<file path="src/gat_defines.vh">
`ifndef GAT_DEFINES_VH
`define GAT_DEFINES_VH

// register byte addresses
`define GAT_ADR_STATUS   8'h00
`define GAT_ADR_CFG      8'h04
`define GAT_ADR_LVL1     8'h08
`define GAT_ADR_LVL2     8'h0c
`define GAT_ADR_DLY      8'h10

// status fields
`define GAT_ST_ALM1      0
`define GAT_ST_ALM2      1
`define GAT_ST_FAULT     2
`define GAT_ST_RLY1      3
`define GAT_ST_RLY2      4
`define GAT_ST_FRLY      5
`define GAT_ST_CH        6
`define GAT_ST_MENU_LO   8
`define GAT_ST_MENU_HI   11
`define GAT_ST_ITEM_LO   16
`define GAT_ST_ITEM_HI   17

// configuration fields
`define GAT_CFG_MANUAL   0
`define GAT_CFG_ARLY_EN  1
`define GAT_CFG_FRLY_EN  2
`define GAT_CFG_DEC1     3
`define GAT_CFG_RCTL1    4
`define GAT_CFG_DEC2     5
`define GAT_CFG_RCTL2    6
`define GAT_CFG_W        7
`define GAT_CFG_RST      7'h50

// level register: level low half, deadband high half
`define GAT_LVL_LO       0
`define GAT_DB_LO        16
// delay register: channel one low byte, channel two next byte
`define GAT_DLY1_LO      0
`define GAT_DLY2_LO      8

// reset values of the settings
`define GAT_LVL1_RST     16'h0014
`define GAT_LVL2_RST     16'h0028
`define GAT_DB_RST       16'h0000
`define GAT_DLY_RST      6'h01

// delay range in seconds
`define GAT_DLY_MAX      6'h3c

// first-level menu last entry index and the alarm entry
`define GAT_L1_LAST      2'h3
`define GAT_L1_ALARM     2'h2

// seconds tick: period in seconds
`define GAT_TICK_S       1

`endif

</file>
<file path="src/gat_alarm.v">
`include "gat_defines.vh"
`timescale 1ns/1ps
`default_nettype none

module gat_alarm #(
   parameter W      = 16,
   parameter CLK_HZ = 10000000,
   parameter TICK_N = CLK_HZ * `GAT_TICK_S
) (
   input  wire          clk_i,
   input  wire          rst_i,
   // classic wishbone slave
   input  wire          cyc_i,
   input  wire          stb_i,
   input  wire          we_i,
   input  wire [7:0]    adr_i,
   input  wire [3:0]    sel_i,
   input  wire [31:0]   dat_i,
   output wire [31:0]   dat_o,
   output wire          ack_o,
   // keypad, one-cycle pulses and the password flag
   input  wire          up_key_i,
   input  wire          down_key_i,
   input  wire          menu_advance_key_i,
   input  wire          reset_key_i,
   input  wire          pw_ok_i,
   // process inputs
   input  wire [W-1:0]  meas_i,
   input  wire          fault_i,
   // outputs
   output wire          alarm1_o,
   output wire          alarm2_o,
   output wire          relay1_o,
   output wire          relay2_o,
   output wire          fault_relay_o
);
   localparam DW = 6;
   localparam [3:0] S_IDLE = 4'h0;
   localparam [3:0] S_L1   = 4'h1;
   localparam [3:0] S_RST  = 4'h2;
   localparam [3:0] S_ARLY = 4'h3;
   localparam [3:0] S_FRLY = 4'h4;
   localparam [3:0] S_DIR  = 4'h5;
   localparam [3:0] S_LVL  = 4'h6;
   localparam [3:0] S_DB   = 4'h7;
   localparam [3:0] S_RCTL = 4'h8;
   localparam [3:0] S_DLY  = 4'h9;
   localparam [31:0] TICK_LAST = TICK_N - 1;

   reg  [3:0]          state_q;
   reg                 ch_q;
   reg  [1:0]          item_q;
   reg  [W-1:0]        edit_q;
   reg  [`GAT_CFG_W-1:0] cfg_q;
   reg  [2*W-1:0]      lvl_q;
   reg  [2*W-1:0]      db_q;
   reg  [2*DW-1:0]     dly_q;
   reg  [31:0]         tick_cnt_q;
   reg                 tick_q;
   reg                 ack_q;
   reg  [31:0]         rdat_q;
   reg  [31:0]         rdat_d;
   wire [1:0]          alarm;
   wire [1:0]          relay_act;
   wire                req;
   wire                wr;
   wire                key;
   wire [W-1:0]        cur_lvl;
   wire [W-1:0]        cur_db;
   wire [DW-1:0]       cur_dly;
   wire [31:0]         cfg_w;
   wire [31:0]         lvl1_w;
   wire [31:0]         lvl2_w;
   wire [31:0]         dly_w;
   wire [31:0]         cfg_m;
   wire [31:0]         dly_m;
   wire [31:0]         status_w;

   // byte-lane merge of a write into an old word
   function [31:0] merge;
      input [31:0] old;
      input [31:0] nw;
      input [3:0]  sel;
      integer i;
      begin
         merge = old;
         for (i = 0; i < 4; i = i + 1) begin
            if (sel[i]) begin
               merge[8*i +: 8] = nw[8*i +: 8];
            end
         end
      end
   endfunction

   // saturating step of a menu value
   function [W-1:0] step;
      input [W-1:0] v;
      input         up;
      input [W-1:0] max;
      begin
         if (up) begin
            step = (v >= max) ? max : v + {{(W-1){1'b0}}, 1'b1};
         end else begin
            step = (v == {W{1'b0}}) ? v : v - {{(W-1){1'b0}}, 1'b1};
         end
      end
   endfunction

   assign req = cyc_i && stb_i && !ack_q;
   // a write lands at the edge where the master sees ack high
   assign wr  = cyc_i && stb_i && we_i && ack_q;
   assign key = up_key_i || down_key_i;

   assign cur_lvl = ch_q ? lvl_q[W +: W] : lvl_q[0 +: W];
   assign cur_db  = ch_q ? db_q[W +: W] : db_q[0 +: W];
   assign cur_dly = ch_q ? dly_q[DW +: DW] : dly_q[0 +: DW];

   assign cfg_w  = {{(32-`GAT_CFG_W){1'b0}}, cfg_q};
   assign lvl1_w = {db_q[0 +: W], lvl_q[0 +: W]};
   assign lvl2_w = {db_q[W +: W], lvl_q[W +: W]};
   assign dly_w  = {16'h0000, 2'b00, dly_q[DW +: DW],
                    2'b00, dly_q[0 +: DW]};
   assign cfg_m  = merge(cfg_w, dat_i, sel_i);
   assign dly_m  = merge(dly_w, dat_i, sel_i);

   // seconds tick
   always @(posedge clk_i) begin
      if (rst_i) begin
         tick_cnt_q <= 32'h00000000;
         tick_q     <= 1'b0;
      end else if (tick_cnt_q >= TICK_LAST) begin
         tick_cnt_q <= 32'h00000000;
         tick_q     <= 1'b1;
      end else begin
         tick_cnt_q <= tick_cnt_q + 32'h00000001;
         tick_q     <= 1'b0;
      end
   end

   // keypad menu; a bus write in the same cycle wins over the keypad
   always @(posedge clk_i) begin
      if (rst_i) begin
         state_q <= S_IDLE;
         ch_q    <= 1'b0;
         item_q  <= 2'h0;
         edit_q  <= {W{1'b0}};
         cfg_q   <= `GAT_CFG_RST;
         lvl_q   <= {`GAT_LVL2_RST, `GAT_LVL1_RST};
         db_q    <= {`GAT_DB_RST, `GAT_DB_RST};
         dly_q   <= {`GAT_DLY_RST, `GAT_DLY_RST};
      end else begin
         case (state_q)
         S_IDLE: begin
            if (menu_advance_key_i && pw_ok_i) begin
               state_q <= S_L1;
               item_q  <= 2'h0;
            end
         end
         S_L1: begin
            if (reset_key_i) begin
               state_q <= S_IDLE;
            end else if (up_key_i) begin
               item_q <= (item_q == `GAT_L1_LAST) ? 2'h0 : item_q + 2'h1;
            end else if (down_key_i) begin
               item_q <= (item_q == 2'h0) ? `GAT_L1_LAST : item_q - 2'h1;
            end else if (menu_advance_key_i
                         && item_q == `GAT_L1_ALARM) begin
               state_q <= S_RST;
               ch_q    <= 1'b0;
            end
         end
         S_RST: begin
            if (key) begin
               cfg_q[`GAT_CFG_MANUAL] <= !cfg_q[`GAT_CFG_MANUAL];
            end else if (menu_advance_key_i) begin
               state_q <= S_ARLY;
            end
         end
         S_ARLY: begin
            if (key) begin
               cfg_q[`GAT_CFG_ARLY_EN] <= !cfg_q[`GAT_CFG_ARLY_EN];
            end else if (menu_advance_key_i) begin
               state_q <= S_FRLY;
            end
         end
         S_FRLY: begin
            if (key) begin
               cfg_q[`GAT_CFG_FRLY_EN] <= !cfg_q[`GAT_CFG_FRLY_EN];
            end else if (menu_advance_key_i) begin
               state_q <= S_DIR;
            end
         end
         S_DIR: begin
            if (key && !ch_q) begin
               cfg_q[`GAT_CFG_DEC1] <= !cfg_q[`GAT_CFG_DEC1];
            end else if (key) begin
               cfg_q[`GAT_CFG_DEC2] <= !cfg_q[`GAT_CFG_DEC2];
            end else if (menu_advance_key_i) begin
               state_q <= S_LVL;
               edit_q  <= cur_lvl;
            end
         end
         S_LVL: begin
            if (key) begin
               edit_q <= step(edit_q, up_key_i, {W{1'b1}});
            end else if (menu_advance_key_i) begin
               lvl_q[ch_q*W +: W] <= edit_q;
               state_q <= S_DB;
               edit_q  <= cur_db;
            end
         end
         S_DB: begin
            if (key) begin
               edit_q <= step(edit_q, up_key_i, {W{1'b1}});
            end else if (menu_advance_key_i) begin
               db_q[ch_q*W +: W] <= edit_q;
               state_q <= S_RCTL;
            end
         end
         S_RCTL: begin
            if (key && !ch_q) begin
               cfg_q[`GAT_CFG_RCTL1] <= !cfg_q[`GAT_CFG_RCTL1];
            end else if (key) begin
               cfg_q[`GAT_CFG_RCTL2] <= !cfg_q[`GAT_CFG_RCTL2];
            end else if (menu_advance_key_i) begin
               state_q <= S_DLY;
               edit_q  <= {{(W-DW){1'b0}}, cur_dly};
            end
         end
         S_DLY: begin
            if (key) begin
               edit_q <= step(edit_q, up_key_i,
                              {{(W-DW){1'b0}}, `GAT_DLY_MAX});
            end else if (menu_advance_key_i) begin
               dly_q[ch_q*DW +: DW] <= edit_q[DW-1:0];
               if (!ch_q) begin
                  ch_q    <= 1'b1;
                  state_q <= S_DIR;
               end else begin
                  ch_q    <= 1'b0;
                  state_q <= S_L1;
                  item_q  <= `GAT_L1_ALARM;
               end
            end
         end
         default: begin
            state_q <= S_IDLE;
         end
         endcase

         // bus writes to settings
         if (wr) begin
            if (adr_i == `GAT_ADR_CFG) begin
               cfg_q <= cfg_m[`GAT_CFG_W-1:0];
            end else if (adr_i == `GAT_ADR_LVL1) begin
               {db_q[0 +: W], lvl_q[0 +: W]} <= merge(lvl1_w, dat_i, sel_i);
            end else if (adr_i == `GAT_ADR_LVL2) begin
               {db_q[W +: W], lvl_q[W +: W]} <= merge(lvl2_w, dat_i, sel_i);
            end else if (adr_i == `GAT_ADR_DLY) begin
               // each byte clamps on its own to the top of the range
               dly_q[0 +: DW] <= (dly_m[`GAT_DLY1_LO +: 8]
                                  > {2'b00, `GAT_DLY_MAX}) ? `GAT_DLY_MAX
                                 : dly_m[`GAT_DLY1_LO +: DW];
               dly_q[DW +: DW] <= (dly_m[`GAT_DLY2_LO +: 8]
                                   > {2'b00, `GAT_DLY_MAX}) ? `GAT_DLY_MAX
                                  : dly_m[`GAT_DLY2_LO +: DW];
            end
         end
      end
   end

   // two alarm channels
   genvar g;
   generate
      for (g = 0; g < 2; g = g + 1) begin : gen_ch
         gat_chan #(
            .W  (W),
            .DW (DW)
         ) u_chan (
            .clk_i       (clk_i),
            .rst_i       (rst_i),
            .tick_i      (tick_q),
            .meas_i      (meas_i),
            .lvl_i       (lvl_q[g*W +: W]),
            .db_i        (db_q[g*W +: W]),
            .dec_i       (g == 0 ? cfg_q[`GAT_CFG_DEC1]
                                 : cfg_q[`GAT_CFG_DEC2]),
            .dly_i       (dly_q[g*DW +: DW]),
            .manual_i    (cfg_q[`GAT_CFG_MANUAL]),
            .reset_key_i (reset_key_i && state_q == S_IDLE),
            .alarm_o     (alarm[g])
         );
      end
   endgenerate

   // relay drive: relay control gates the alarm, polarity sets the coil
   assign relay_act[0] = alarm[0] && cfg_q[`GAT_CFG_RCTL1];
   assign relay_act[1] = alarm[1] && cfg_q[`GAT_CFG_RCTL2];
   assign relay1_o = cfg_q[`GAT_CFG_ARLY_EN] ? relay_act[0]
                                             : !relay_act[0];
   assign relay2_o = cfg_q[`GAT_CFG_ARLY_EN] ? relay_act[1]
                                             : !relay_act[1];
   assign fault_relay_o = cfg_q[`GAT_CFG_FRLY_EN] ? fault_i
                                                  : !fault_i;
   assign alarm1_o = alarm[0];
   assign alarm2_o = alarm[1];

   assign status_w = {14'h0000, item_q, 4'h0, state_q, 1'b0, ch_q,
                      fault_relay_o, relay2_o, relay1_o, fault_i,
                      alarm[1], alarm[0]};

   // read mux
   always @* begin
      rdat_d = 32'h00000000;
      if (adr_i == `GAT_ADR_STATUS) begin
         rdat_d = status_w;
      end else if (adr_i == `GAT_ADR_CFG) begin
         rdat_d = cfg_w;
      end else if (adr_i == `GAT_ADR_LVL1) begin
         rdat_d = lvl1_w;
      end else if (adr_i == `GAT_ADR_LVL2) begin
         rdat_d = lvl2_w;
      end else if (adr_i == `GAT_ADR_DLY) begin
         rdat_d = dly_w;
      end
   end

   // one wait state: ack one edge after the request is seen
   always @(posedge clk_i) begin
      if (rst_i) begin
         ack_q  <= 1'b0;
         rdat_q <= 32'h00000000;
      end else begin
         ack_q  <= req;
         rdat_q <= req ? rdat_d : 32'h00000000;
      end
   end

   assign ack_o = ack_q;
   assign dat_o = rdat_q;
endmodule

`default_nettype wire

</file>
<file path="src/gat_chan.v">
`timescale 1ns/1ps
`default_nettype none

// one alarm channel: direction, deadband, hold-off delay, reset method
module gat_chan #(
   parameter W  = 16,
   parameter DW = 6
) (
   input  wire          clk_i,
   input  wire          rst_i,
   input  wire          tick_i,
   input  wire [W-1:0]  meas_i,
   input  wire [W-1:0]  lvl_i,
   input  wire [W-1:0]  db_i,
   input  wire          dec_i,
   input  wire [DW-1:0] dly_i,
   input  wire          manual_i,
   input  wire          reset_key_i,
   output wire          alarm_o
);
   wire signed [W+1:0] ms;
   wire signed [W+1:0] hi;
   wire signed [W+1:0] lo;
   wire                set_c;
   wire                clr_c;
   reg  [DW-1:0]       cnt_q;
   reg                 alarm_q;

   assign ms = {2'b00, meas_i};
   assign hi = {2'b00, lvl_i} + {2'b00, db_i};
   assign lo = {2'b00, lvl_i} - {2'b00, db_i};

   // increasing: set at level+band, clear below level-band
   // decreasing: mirrored
   assign set_c = dec_i ? (ms <= lo) : (ms >= hi);
   assign clr_c = dec_i ? (ms > hi) : (ms < lo);

   always @(posedge clk_i) begin
      if (rst_i) begin
         alarm_q <= 1'b0;
         cnt_q   <= {DW{1'b0}};
      end else if (!alarm_q) begin
         if (!set_c) begin
            cnt_q <= {DW{1'b0}};
         end else if (cnt_q >= dly_i) begin
            alarm_q <= 1'b1;
         end else if (tick_i) begin
            cnt_q <= cnt_q + {{(DW-1){1'b0}}, 1'b1};
         end
      end else if (manual_i ? (reset_key_i && !set_c) : clr_c) begin
         alarm_q <= 1'b0;
         cnt_q   <= {DW{1'b0}};
      end
   end

   assign alarm_o = alarm_q;
endmodule

`default_nettype wire

</file>
<file path="config.mk">
export PLATFORM = sky130hd
export DESIGN_NAME = gat_alarm
export DESIGN_NICKNAME = d
export VERILOG_FILES = /design/src/gat_alarm.v /design/src/gat_chan.v
export VERILOG_INCLUDE_DIRS = /design/src /design/src/src
export SDC_FILE = /design/constraint.sdc
export NUM_CORES = 1
export LEC_CHECK = 0
export ABC_AREA = 1
export ABC_CLOCK_PERIOD_IN_PS = 9200
export BUFFER_PORTS_ARGS = -buffer_cell sky130_fd_sc_hd__buf_2
export CORE_UTILIZATION = 30
export CTS_CLUSTER_SIZE = 10
export DETAILED_ROUTE_END_ITERATION = 7
export SETUP_SLACK_MARGIN = 0.15
export SKIP_CTS_REPAIR_TIMING = 1
export SLEW_MARGIN = 10
export SYNTH_ARGS = -nofsm -noshare
export SYNTH_HDL_FRONTEND = slang
export SYNTH_HIERARCHICAL = 1
export SYNTH_SLANG_ARGS = --single-unit
</file>
<file path="constraint.sdc">
create_clock -name clk_i -period 9.2 [get_ports clk_i]
set_clock_uncertainty 0.15 [all_clocks]
set_input_delay 0 -clock clk_i [delete_from_list [all_inputs] [get_ports clk_i]]
set_output_delay 0 -clock clk_i [all_outputs]
set_load 0.03 [all_outputs]
</file>
=== Word-level counts from Yosys, hierarchy flattened ===
Index checks and enable logic that the tools add are counted.

* Bits in registers: 186
* Input bits: 71
* Output and inout port bits: 38
* Logic and storage cells: 310

* Add/subtract/negate cells: 13
* Multiply operators: 1
* Magnitude comparators: 15
* Equal/unequal tests: 61
* Shift operators: 4
* Multiplexer cells: 149
* Bitwise operators: 1
* Reductions and logical operators: 43

{| class="wikitable"
|+ Operators by type and width
! cell !! count
|-
| 32-bit 2-to-1 mux || 12
|-
| 16-bit 2-to-1 mux || 23
|-
| 12-bit 2-to-1 mux || 8
|-
| 4-bit 2-to-1 mux || 23
|-
| 16-bit case mux with 5 select lines || 1
|-
| 6-bit 2-to-1 mux || 13
|-
| 32-bit bitwise mux || 2
|-
| 2-bit inequality test, second input constant || 28
|-
| 8-bit 2-to-1 mux || 6
|-
| 1-bit 2-to-1 mux || 41
|-
| 4-bit case mux with 10 select lines || 1
|-
| 17-bit by 18-bit >= comparator with 1-bit output || 2
|-
| 17-bit by 18-bit > comparator with 1-bit output || 2
|-
| 17-bit by 18-bit <= comparator with 1-bit output || 2
|-
| 17-bit by 18-bit < comparator with 1-bit output || 2
|-
| 18-bit 2-to-1 mux || 2
|-
| 16-bit by 16-bit adder with 17-bit output || 2
|-
| 4-bit negation with 34-bit output || 1
|-
| 5-bit negation with 34-bit output || 1
|-
| 16-bit by 34-bit variable shift with 32-bit output, first input constant || 1
|-
| 6-bit by 34-bit variable shift with 12-bit output, first input constant || 1
|-
| 16-bit by 34-bit variable part select with 32-bit output || 1
|-
| 6-bit by 34-bit variable part select with 12-bit output || 1
|-
| 16-bit by 16-bit subtractor with 17-bit output || 2
|-
| 47 further kinds || 109
|}

=== Longest topological paths before layout ===
Gate-level depths: netlist of run 1.

* Depth after elaboration: 12
* Gate-level depth with buffers: 29
* Depth with buffers taken out: 28

=== Cells and area by module ===
The synthesis of run 1 kept the hierarchy.

{| class="wikitable"
|+ Modules (own cells, without submodules)
! module !! instances !! cells each !! area each (um^2) !! sequential area each (um^2)
|-
| gat_alarm || 1 || 1634 || 10377.5 || 3443.3
|-
| gat_chan || 2 || 448 || 2970.3 || 140.1
|}

=== Least setup slack after synthesis of run 1 ===
No wires, ideal clock.

* Kind: flip-flop to flip-flop
* From: register db_q[18]
* To: register gen_ch[1].u_chan.cnt_q[0]
* Library setup time: 0.109 ns
* Arrival: 3.365 ns
* Data required time: 8.941 ns
* Setup slack: 5.576 ns
* Cell stages (with the launch flop): 26
* Buffers on the path: 1
* Period minus slack after synthesis: 3.624 ns
* Cells stage by stage: dfxtp_1 inv_1 ha_1 buf_4 inv_1 a21oi_1 nand2_1 a21oi_1 o21ai_1 a21boi_2 o21ai_1 a21boi_0 o21ai_1 xor2_1 ha_1 nand2_1 nor4_1 nand3_1 nand3_1 nand2_2 nand3_1 nand3_4 nand3_4 nand2_1 inv_2 nor2_2

* Word-level cells in the longest chain between the ends: 8
* Elaborated cells on any way between the ends: 17
* Those cells by class: 2 x add/sub; 4 x order compare; 3 x eq/ne; 5 x mux; 3 x reduce/logical

{| class="wikitable"
|+ RTL lines
! item !! line !! text
|-
| from (decl) || gat_alarm.v:56 || <nowiki>reg [2*W-1:0] db_q;</nowiki>
|-
| from (signal assigned) || gat_alarm.v:149 || <nowiki>db_q <= {`GAT_DB_RST, `GAT_DB_RST};</nowiki>
|-
| from (signal, indexed assignment) || gat_alarm.v:216 || <nowiki>db_q[ch_q*W +: W] <= edit_q;</nowiki>
|-
| from (signal, indexed assignment) || gat_alarm.v:256 || <nowiki>{db_q[0 +: W], lvl_q[0 +: W]} <= merge(lvl1_w, dat_i, sel_i);</nowiki>
|-
| 16-bit by 16-bit adder with 17-bit output or 16-bit by 16-bit subtractor with 17-bit output (tied branches) || gat_chan.v:30, gat_chan.v:31 ||
|-
| 17-bit by 18-bit >= comparator with 1-bit output or 17-bit by 18-bit <= comparator with 1-bit output (tied branches) || gat_chan.v:35 || <nowiki>assign set_c = dec_i ? (ms <= lo) : (ms >= hi);</nowiki>
|-
| 1-bit 2-to-1 mux || gat_chan.v:35 ||
|-
| 1-bit zero test || - ||
|-
| 1-bit logical AND || gat_chan.v:50 || <nowiki>end else if (manual_i ? (reset_key_i && !set_c) : clr_c) begin</nowiki>
|-
| 1-bit 2-to-1 mux || gat_chan.v:50 ||
|-
| 2-bit inequality test (no line) || - ||
|-
| 3-bit AND reduction (no line) || - ||
|-
| to (signal assigned) || gat_chan.v:44 || <nowiki>cnt_q <= {DW{1'b0}};</nowiki>
|-
| to (signal assigned) || gat_chan.v:48 || <nowiki>cnt_q <= cnt_q + {{(DW-1){1'b0}}, 1'b1};</nowiki>
|-
| to (signal assigned) || gat_chan.v:52 || <nowiki>cnt_q <= {DW{1'b0}};</nowiki>
|-
| to (decl) || gat_chan.v:26 || <nowiki>reg [DW-1:0] cnt_q;</nowiki>
|}

Parallel ways exist; a longest one is shown, timed or not.
A chain may end at the register's enable or synchronous reset.

=== Worst setup path after layout of run 1 ===
* From: register db_q[2]
* To: register gen_ch[0].u_chan.cnt_q[0]

* Word-level cells in the longest chain between the ends: 8
* Elaborated cells on any way between the ends: 17
* Those cells by class: 2 x add/sub; 4 x order compare; 3 x eq/ne; 5 x mux; 3 x reduce/logical

{| class="wikitable"
|+ RTL lines
! item !! line
|-
| 16-bit by 16-bit adder with 17-bit output or 16-bit by 16-bit subtractor with 17-bit output (tied branches) || gat_chan.v:30, gat_chan.v:31
|-
| 17-bit by 18-bit >= comparator with 1-bit output or 17-bit by 18-bit <= comparator with 1-bit output (tied branches) || gat_chan.v:35
|-
| 1-bit 2-to-1 mux || gat_chan.v:35
|-
| 1-bit zero test || -
|-
| 1-bit logical AND || gat_chan.v:50
|-
| 1-bit 2-to-1 mux || gat_chan.v:50
|-
| 2-bit inequality test (no line) || -
|-
| 3-bit AND reduction (no line) || -
|-
| to (signal assigned) || gat_chan.v:44
|-
| to (signal assigned) || gat_chan.v:48
|-
| to (signal assigned) || gat_chan.v:52
|-
| to (decl) || gat_chan.v:26
|}

Parallel ways exist; a longest one is shown, timed or not.

==> results of run 1 <==
## metrics by stage
step | std cells | utilization
2_1_floorplan | 2537 | -
3_3_place_gp | 3247 | 0.3223
3_5_place_dp | 3247 | 0.3223
4_1_cts | 3279 | 0.3343
5_1_grt | 3337 | 0.3451
6_report | 3338 | 0.3451
## critical path: stages, from the launching register on
cell and delay (ns):
sky130_fd_sc_hd__dfxtp_1 0.41, sky130_fd_sc_hd__inv_1 0.06, sky130_fd_sc_hd__ha_1 0.41, sky130_fd_sc_hd__inv_1 0.09
sky130_fd_sc_hd__a21oi_1 0.13, sky130_fd_sc_hd__nand2_1 0.09, sky130_fd_sc_hd__a21oi_1 0.14, sky130_fd_sc_hd__o21ai_1 0.11
sky130_fd_sc_hd__a21boi_2 0.22, sky130_fd_sc_hd__o21ai_1 0.11, sky130_fd_sc_hd__a21boi_0 0.28, sky130_fd_sc_hd__o21ai_1 0.13
sky130_fd_sc_hd__xor2_1 0.15, sky130_fd_sc_hd__ha_1 0.28, sky130_fd_sc_hd__nand2_1 0.08, sky130_fd_sc_hd__nor4_1 0.30
sky130_fd_sc_hd__nand3_1 0.14, sky130_fd_sc_hd__nand3_1 0.12, sky130_fd_sc_hd__nand2_2 0.09, sky130_fd_sc_hd__nand2_4 0.13
sky130_fd_sc_hd__nand2_2 0.12, sky130_fd_sc_hd__nand3_4 0.13, sky130_fd_sc_hd__nand2_1 0.07, sky130_fd_sc_hd__inv_2 0.05
sky130_fd_sc_hd__nor2_2 0.03
## state kept, by name, summed over array words and instances (netlist names)
register and flops:
dly_q 12, gen_ch.u_chan/alarm_o 2, tick_q 1, state_q 4, edit_q 16, dat_o 32, tick_cnt_q 32, ack_o 1
ch_q 1, cfg_q 7, db_q 32, gen_ch.u_chan/cnt_q 12, item_q 2, lvl_q 32
## cell families (layout without fill, tap and decap cells)
family,count (synthesis),after routing,synth area share
simple gates,1128,1128,0.3044
compound gates,525,525,0.1906
buf+inv,446,550,0.1091
flops,186,186,0.2282
fa+ha+maj,150,150,0.1169
xor+xnor,92,92,0.04938
mux,2,2,0.001227
other cells,1,9,0.0002298
## routing by layer
metal  track usage  part of all wire  up-vias
li1              -                 -     8547
met1        0.2992              0.43     8042
met2        0.3408              0.43      882
met3       0.04010             0.088      165
met4        0.1149             0.048        4
met5             0           0.00035        -
## power by group through the flow
stage                     Combinational, mW  Sequential, mW  Clock, mW
final                                  1.12           0.995      0.833
after global routing                   1.26           0.999      0.864
after CTS                              1.08           0.989      0.840
after detailed placement               1.07            1.01          0
after global placement                 1.08            1.01          0
after floorplan                       0.846           0.921          0
## cells in the final DEF (no fill, tap or decap), drive strengths merged, types with 14 or more instances in the layout
cell type / count
o31ai: 14
a21oi: 202
ha: 146
dfxtp: 186
nor2: 194
nand4: 32
inv: 345
nand3: 206
nand2: 626
a211oi: 18
dlygate4sd3: 58
clkbuf: 17
a31oi: 47
nor3: 39
xor2: 85
o21ai: 172
buf: 118
## worst paths after layout
path | from | to | slack [ns] | depth (start not counted)
setup / recovery | db_q[2]$_SDFFE_PP0P_ | gen_ch[0].u_chan/cnt_q[0]$_SDFFE_PP0P_ | 5.06 | 24
hold / removal | adr_i[4] | cfg_q[1]$_SDFFE_PP0P_ | -0.01 | 6
setup reg to reg | db_q[2]$_SDFFE_PP0P_ | gen_ch[0].u_chan/cnt_q[0]$_SDFFE_PP0P_ | 5.06 | 24
hold reg to reg | tick_cnt_q[0]$_SDFF_PP0_ | tick_cnt_q[0]$_SDFF_PP0_ | 0.31 | 1
## cell usage after synthesis, drive strengths merged (8+ instances only)
master / n / share of area
clkbuf: 51 / 0.012
o21a: 12 / 0.0055
nand4: 32 / 0.012
o31ai: 14 / 0.0064
ha: 146 / 0.11
a21boi: 8 / 0.0041
dfxtp: 186 / 0.23
nor3b: 8 / 0.0037
nor2: 194 / 0.047
a211oi: 18 / 0.0083
nand3: 206 / 0.069
inv: 336 / 0.078
a21oi: 202 / 0.065
xor2: 85 / 0.046
buf: 53 / 0.018
a31oi: 47 / 0.018
nor3: 39 / 0.014
nor4: 9 / 0.0042
nand2: 626 / 0.15
o21bai: 12 / 0.0087
o21ai: 172 / 0.053
o2111ai: 12 / 0.0064
## cell type report
type,instances,area (um2),share of cell area
Antenna cell,1,2.502,0.0001347
Clock buffer,17,425.4,0.02291
Clock inverter,15,221.5,0.01192
Inverter,342,1289,0.06939
Multi-Input combinational cell,1905,10840,0.5838
Sequential cell,186,3724,0.2005
Tap cell,696,870.8,0.04689
Timing Repair Buffer,176,1196,0.06441
==> parameters.txt, run 1 <==
Parameter                              Value

Timing
  Hold violation total from the final report ... 2
  Setup Total Neg Slack ... 0 ns
  Pin slew with the least headroom to its limit ... ~1.0 ns
  Headroom to the max-slew limit ... 0.3078
  Setup repair after global routing missed its margin ... false
  Tcrit/Tclk final ... 0.4496
  PnR worst setup slack ... 5.063 ns
  Fmax ... between 200 and 250 MHz
  Max-slew violation count ... 0
  Final hold slack ... -0.01286 ns
  Endpoints failing setup ... 0
  Minimum clock period after layout ... 4.137 ns

Power and ir drop
  Combinational cell fraction of total power ... 0.380
  Relative contribution of the clock network to total power ... 0.283
  IR drop worst, VDD ... around 0.00015 V
  Static leakage ... 8.151 nW
  Switching power total ... roughly 1.3 mW
  Sequential cell fraction of total power ... 0.338
  P per Cell Area ... 158.7 mW/mm2
  Total Power ... slightly below 3 mW
  Pint ... between 1.5 and 2 mW
  Net switching share of the total power ... 0.4538

Synth
  Average cell area after synthesis ... around 6.4 um2
  Netlist cell types ... 64
  Proportion of synthesized flip-flops having asynchronous set or reset ... 0
  Sequential share of the synthesized area ... 0.2282
  Synth Warn # ... 6
  Gate Count Post-Synth ... about 2500
  Post-synth design cell area ... between 0.015 and 0.02 mm2
  Number of enable flip-flop cells after synthesis ... 0
  Most common flop cell mapped by yosys ... sky130_fd_sc_hd__dfxtp_1
  Yosys reg bits ... 186

Floorplan
  Number of top-level design ports ... about 110
  Initial core utilization ... 0.3032
  Row Count ... 85
  Core Footprint ... about 0.054 mm2
  Chip width ... 235.2 um
  Die boundary height ... approximately 240 um
  Die area ... 0.05533 mm2

Clocking
  Buffer depth of the longest clock path ... 2
  Clock insertion delay at the later pin of the skew report ... ~0.5 ns
  CTS buffer count ... 17
  Clock tree from TritonCTS ... yes
  Clock Root Buffer ... sky130_fd_sc_hd__clkbuf_16
  CTS sink count ... approximately 190
  Max H-tree Level ... 4
  Worst-path clk slew ... approximately 0.09 ns

Layout
  # fillers ... between 5000 and 6000
  Fraction of final layout cells sized beyond drive strength 1 ... 0.09277
  Final Instance Area ... 0.01857 mm2
  Layout overhead on the synthesized area ... 13.81%
  Nets@finish ... roughly 2800

Routing
  Routed wire length ... 63010 um
  Pre-Repair DR Iteration Count ... 5
  Via count normalized by instance count ... around 5.3
  Final routed DRC violation total ... 0
  Vias ... about 18000
  Initial detailed-routing violation count ... 2000
  ANT nets after route ... 0
  Routed len/inst ... around 19 um

Job
  Max-capacitance violation count ... 0

Critical path
  Worst-path fanout max ... 8
  Critical path required time ... between 9 and 10 ns
  Worst EP arrival ... 4.38 ns
  Critical path class ... reg -> reg
  Crit path capture type ... flop
  Launching element type of the critical path ... flop

GRT
  Gr usage total ... 0.2231
  Number of global-route vias before repair ... roughly 16000
  Wire length of the first global-routing pass ... 95070 um
  Number of antenna violations at the first check in global routing ... 2
  Leftover overflow at the end of global routing ... 0
  Pin count of the biggest net entering global routing ... 76

Place
  Post-DP HPWL ... between 40000 and 50000 um
  Post-Place Setup Slack ... roughly 5.1 ns
  Number of buffers added on ports ... between 100 and 150
  Global placer's final weighted congestion ... 0.9659
  Dpl cell area ... around 0.017 mm2

Worst hold path
  Path type of the worst min-delay path ... in -> reg

Status
  Status ... complete, but fails checks
  Violated checks ... hold timing
Power figures use the tool's default switching activity.
==> run 2: changes to the inputs <==
--- a/config.mk
+++ b/config.mk
@@ -6,8 +6,8 @@
 export SDC_FILE = /design/constraint.sdc
 export NUM_CORES = 1
 export LEC_CHECK = 0
-export ABC_AREA = 1
-export ABC_CLOCK_PERIOD_IN_PS = 9200
+export ABC_AREA = 0
+export ABC_CLOCK_PERIOD_IN_PS = 3350
 export BUFFER_PORTS_ARGS = -buffer_cell sky130_fd_sc_hd__buf_2
 export CORE_UTILIZATION = 30
 export CTS_CLUSTER_SIZE = 10
==> constraint.sdc (replaced) <==
create_clock -name clk_i -period 3.35 [get_ports clk_i]
set_clock_uncertainty 0.15 [all_clocks]
set_input_delay 0 -clock clk_i [delete_from_list [all_inputs] [get_ports clk_i]]
set_output_delay 0 -clock clk_i [all_outputs]
set_load 0.03 [all_outputs]
==> run 2 against run 1 <==
Net effect:
- the run ends with DRC, hold timing, setup timing left
- worst setup slack got worse by 6.0 ns
- largest cell class unchanged
- fmax decreased by 4.0%
- design area increased by 7.4%
- clock-buffer cell count unchanged
- via count decreased by 6.6%
==> parameters.txt, run 2 <==
Parameter                              Value

Status
  Status ... complete, but fails checks
  Violated checks ... DRC, hold timing, setup timing

Layout
  Nets@finish ... 2513 (-12%)
  # fillers ... 5005 (-15%)
  Most common library cell in the layout ignoring fill and taps ... sky130_fd_sc_hd__buf_4
  Layout overhead on the synthesized area ... 31.91%
  Sequential cell area in the final layout ... 0.003746 mm2 (+0.60%)
  Final Instance Area ... 0.01995 mm2 (+7.4%)
  Fraction of final layout cells sized beyond drive strength 1 ... 0.2590 (+0.1662)
  Area of combinational cells with multiple inputs ... 0.01095 mm2 (+1.0%)
  Commonest cells after routing, fill and taps aside ... 292 x sky130_fd_sc_hd__buf_4, 206 x sky130_fd_sc_hd__nor2_1, 170 x sky130_fd_sc_hd__dfxtp_1, 138 x sky130_fd_sc_hd__ha_1, 133 x sky130_fd_sc_hd__nand2_1
  Final Non-Filler Cells ... 2972 (-11%)

Place
  Number of buffers added on ports ... 108 (unchanged)
  Global placer's final weighted congestion ... 0.9728 (+0.71%)
  Post-Place Setup Slack ... -1.022 ns (-6.123 ns)
  Post-DP HPWL ... 49890 um (+3.4%)
  Dpl cell area ... 0.01833 mm2 (+5.7%)
  Placed cells ... 2869 (-12%)

Routing
  Initial detailed-routing violation count ... 1564 (-22%)
  Final routed DRC violation total ... 7 (+7)
  Pre-Repair DR Iteration Count ... 8 (+3)
  Routed len/inst ... 20.95 um (+11%)
  Via count normalized by instance count ... 5.545 (+4.9%)
  Routed wire length ... 62280 um (-1.2%)
  ANT nets after route ... 0 (unchanged)
  Vias ... 16481 (-6.6%)

Synth
  Number of enable flip-flop cells after synthesis ... 0 (unchanged)
  Post-synth design cell area ... 0.01513 mm2 (-7.3%)
  Yosys reg bits ... 186 (unchanged)
  Cell type with the largest total area after synthesis ... sky130_fd_sc_hd__dfxtp_1
  Synth Warn # ... 6 (unchanged)
  Netlist cell types ... 97 (+52%)
  Commonest cells in the netlist ... 212 x sky130_fd_sc_hd__nor2_1, 186 x sky130_fd_sc_hd__dfxtp_1, 146 x sky130_fd_sc_hd__ha_1, 136 x sky130_fd_sc_hd__nand2_1, 123 x sky130_fd_sc_hd__nor3_1
  Proportion of synthesized flip-flops having asynchronous set or reset ... 0 (unchanged)
  Share of the synthesized area in the top cell type ... 0.2462 (+0.01797)
  Sequential share of the synthesized area ... 0.2462 (+0.01797)
  Main area contributors after synthesis ... sky130_fd_sc_hd__dfxtp_1 25%, sky130_fd_sc_hd__ha_1 12%, sky130_fd_sc_hd__nor2_1 5.3%
  Cell with the most instances after synthesis ... sky130_fd_sc_hd__nor2_1
  Average cell area after synthesis ... 7.895 um2 (+22%)
  Most common flop cell mapped by yosys ... sky130_fd_sc_hd__dfxtp_1
  Gate Count Post-Synth ... 1916 (-24%)

Clocking
  Clock Root Buffer ... sky130_fd_sc_hd__clkbuf_16
  CTS buffer count ... 17 (unchanged)
  CTS sink count ... 186 (unchanged)
  Buffer depth of the longest clock path ... 2 (unchanged)
  Clock tree from TritonCTS ... yes
  Worst-path clk slew ... 0.09 ns (about the same)
  Max H-tree Level ... 4 (unchanged)
  Clock insertion delay at the later pin of the skew report ... 0.50 ns (about the same)

Job
  Max-capacitance violation count ... 0 (unchanged)

Floorplan
  Chip width ... 226.6 um (-3.7%)
  Row Count ... 81 (-4.7%)
  Core Footprint ... 0.04936 mm2 (-8.3%)
  Initial core utilization ... 0.3065 (+0.003255)
  Die area ... 0.05132 mm2 (-7.2%)
  Number of top-level design ports ... 109 (unchanged)
  Die boundary height ... 226.6 um (-3.7%)

Power and ir drop
  IR drop worst, VDD ... 0.0004467 V (+190%)
  P per Cell Area ... 292.3 mW/mm2 (+84%)
  Static leakage ... 8.169 nW (+0.22%)

Timing
  Fmax ... 232.0 MHz (-4.0%)
  Max-slew violation count ... 0 (unchanged)
  Minimum clock period after layout ... 4.310 ns (+0.1730 ns)
  Setup repair after global routing missed its margin ... true
  Setup Total Neg Slack ... -11.69 ns (-11.69 ns)
  Tcrit/Tclk final ... 1.286 (+0.8368)
  Endpoints failing setup ... 14 (+14)
  Pin slew with the least headroom to its limit ... 0.7806 ns (-0.2578 ns)
  PnR worst setup slack ... -0.9596 ns (-6.023 ns)
  Headroom to the max-slew limit ... 0.4780 (+0.1702)
  Hold violation total from the final report ... 1 (-1)
  Final hold slack ... -0.0001388 ns (+0.01272 ns)

GRT
  Met3 track demand over resource in global routing ... 0.04108 (+0.0009749)
  Leftover overflow at the end of global routing ... 0 (unchanged)
  Number of antenna violations at the first check in global routing ... 1 (-1)
  Pin count of the biggest net entering global routing ... 138 (+82%)
  Wire length of the first global-routing pass ... 92290 um (-2.9%)
  Routing usage on met1 ... 0.3074 (+0.008179)
  Number of global-route vias before repair ... 15306 (-3.4%)
  Most Used Layer, Global Route ... met2
  Gr usage total ... 0.2389 (+0.01582)
  Met2 usage in global routing ... 0.3830 (+0.04224)

Critical path
  Critical path required time ... 3.64 ns (-5.80 ns)
  Worst EP arrival ... 4.60 ns (+0.22 ns)
  Crit path capture type ... flop
  Top Family by Delay on Critical Path ... compound AO/OA/AOI/OAI gates
  CP cell instances ... ha_1 -> nor2b_2 -> or4_1 -> o21ai_2 -> a21boi_2 -> o2111a_1 -> a211oi_2 -> ha_1 -> buf_4 -> a221o_1 -> a31oi_2 -> a21oi_2 -> and4_4 -> o21ba_4 -> a211oi_4 -> nand2b_4 -> o211ai_2
  Crit path max-delay cell type ... sky130_fd_sc_hd__or4_1
  Launching element type of the critical path ... flop
  CP dominant cell by count ... sky130_fd_sc_hd__ha_1
  Worst-path fanout max ... 6 (-2)
  Delay contributed by the slowest stage of the critical path ... 0.43 ns (+0.02 ns)
  Critical path class ... reg -> reg
  Buffer and inverter count on the worst path ... 1 (-2)

Worst hold path
  Path type of the worst min-delay path ... in -> reg
==> run 2: cell count changes in the layout (fill, tap and decap cells not counted), sizes merged, moves of 47 or more <==
| cell | change |
|---|---|
| a21oi | -114 |
| buf | +288 |
| inv | -232 |
| mux2i | +47 |
| nand2 | -489 |
| nand3 | -155 |
| nor3 | +86 |
| o21ai | -91 |
| o22ai | +59 |
==> run 2: power by group <==
part | total, mW | internal [mW] | switching, mW
logic | 1.17 | 0.480 | 0.688
registers | 2.37 | 2.26 | 0.109
clock network | 2.29 | 1.07 | 1.23
==> run 2: worst register-to-register path, delay by kind of cell (launching register included) <==
kind	cells	cell delay, ns
AOI/OAI and AO/OA	10	2.14
and+or+nand+nor	4	0.91
adders and majority gates	2	0.54
DFF	1	0.38
buffers and inverters	1	0.14
==> run 2: logic make-up after synthesis <==
kind of cell | count (synthesis) | synth area share
simple gates | 714 | 0.2339
compound gates | 501 | 0.2435
buf+inv | 213 | 0.05616
flops | 186 | 0.2462
fa+ha+maj | 150 | 0.1261
xor+xnor | 87 | 0.05037
mux | 64 | 0.04359
other cells | 1 | 0.0002479
==> run 2: worst paths after layout <==
kind	start	slack (ns)	to	depth (start not counted)
worst max register to register	lvl_q[6]$_SDFFE_PP0P_	-0.96	gen_ch[0].u_chan/cnt_q[2]$_SDFFE_PP0P_	17
worst min-delay path	adr_i[6]	-0.0001	dat_o[0]$_SDFF_PP0_	6
worst min register to register	tick_cnt_q[23]$_SDFF_PP0_	0.36	tick_cnt_q[23]$_SDFF_PP0_	2
worst max-delay path	lvl_q[6]$_SDFFE_PP0P_	-0.96	gen_ch[0].u_chan/cnt_q[2]$_SDFFE_PP0P_	17
==> run 2: layer usage <==
| layer | up-vias | share of wire |
|---|---|---|
| met5 | - | 0 |
| met4 | 0 | 0.054 |
| met3 | 156 | 0.073 |
| met2 | 751 | 0.45 |
| met1 | 7793 | 0.42 |
| li1 | 7781 | - |
==> run 2: metrics by stage <==
stage	utilization	power (mW)
floorplan	-	3.084
detailed placement	0.3714	3.497
finish	0.4043	5.833
global route	0.4041	6.045
CTS	0.3848	5.771
global placement	0.3714	3.461
==> run 2: final cells by class <==
type	instances	area share
clock buffer	17	0.02132
multi-input combinational	1524	0.5488
tap	664	0.04164
clock inverter	15	0.01185
antenna	3	0.0003762
inverter	104	0.01969
timing repair buffer	459	0.1685
sequential	186	0.1877
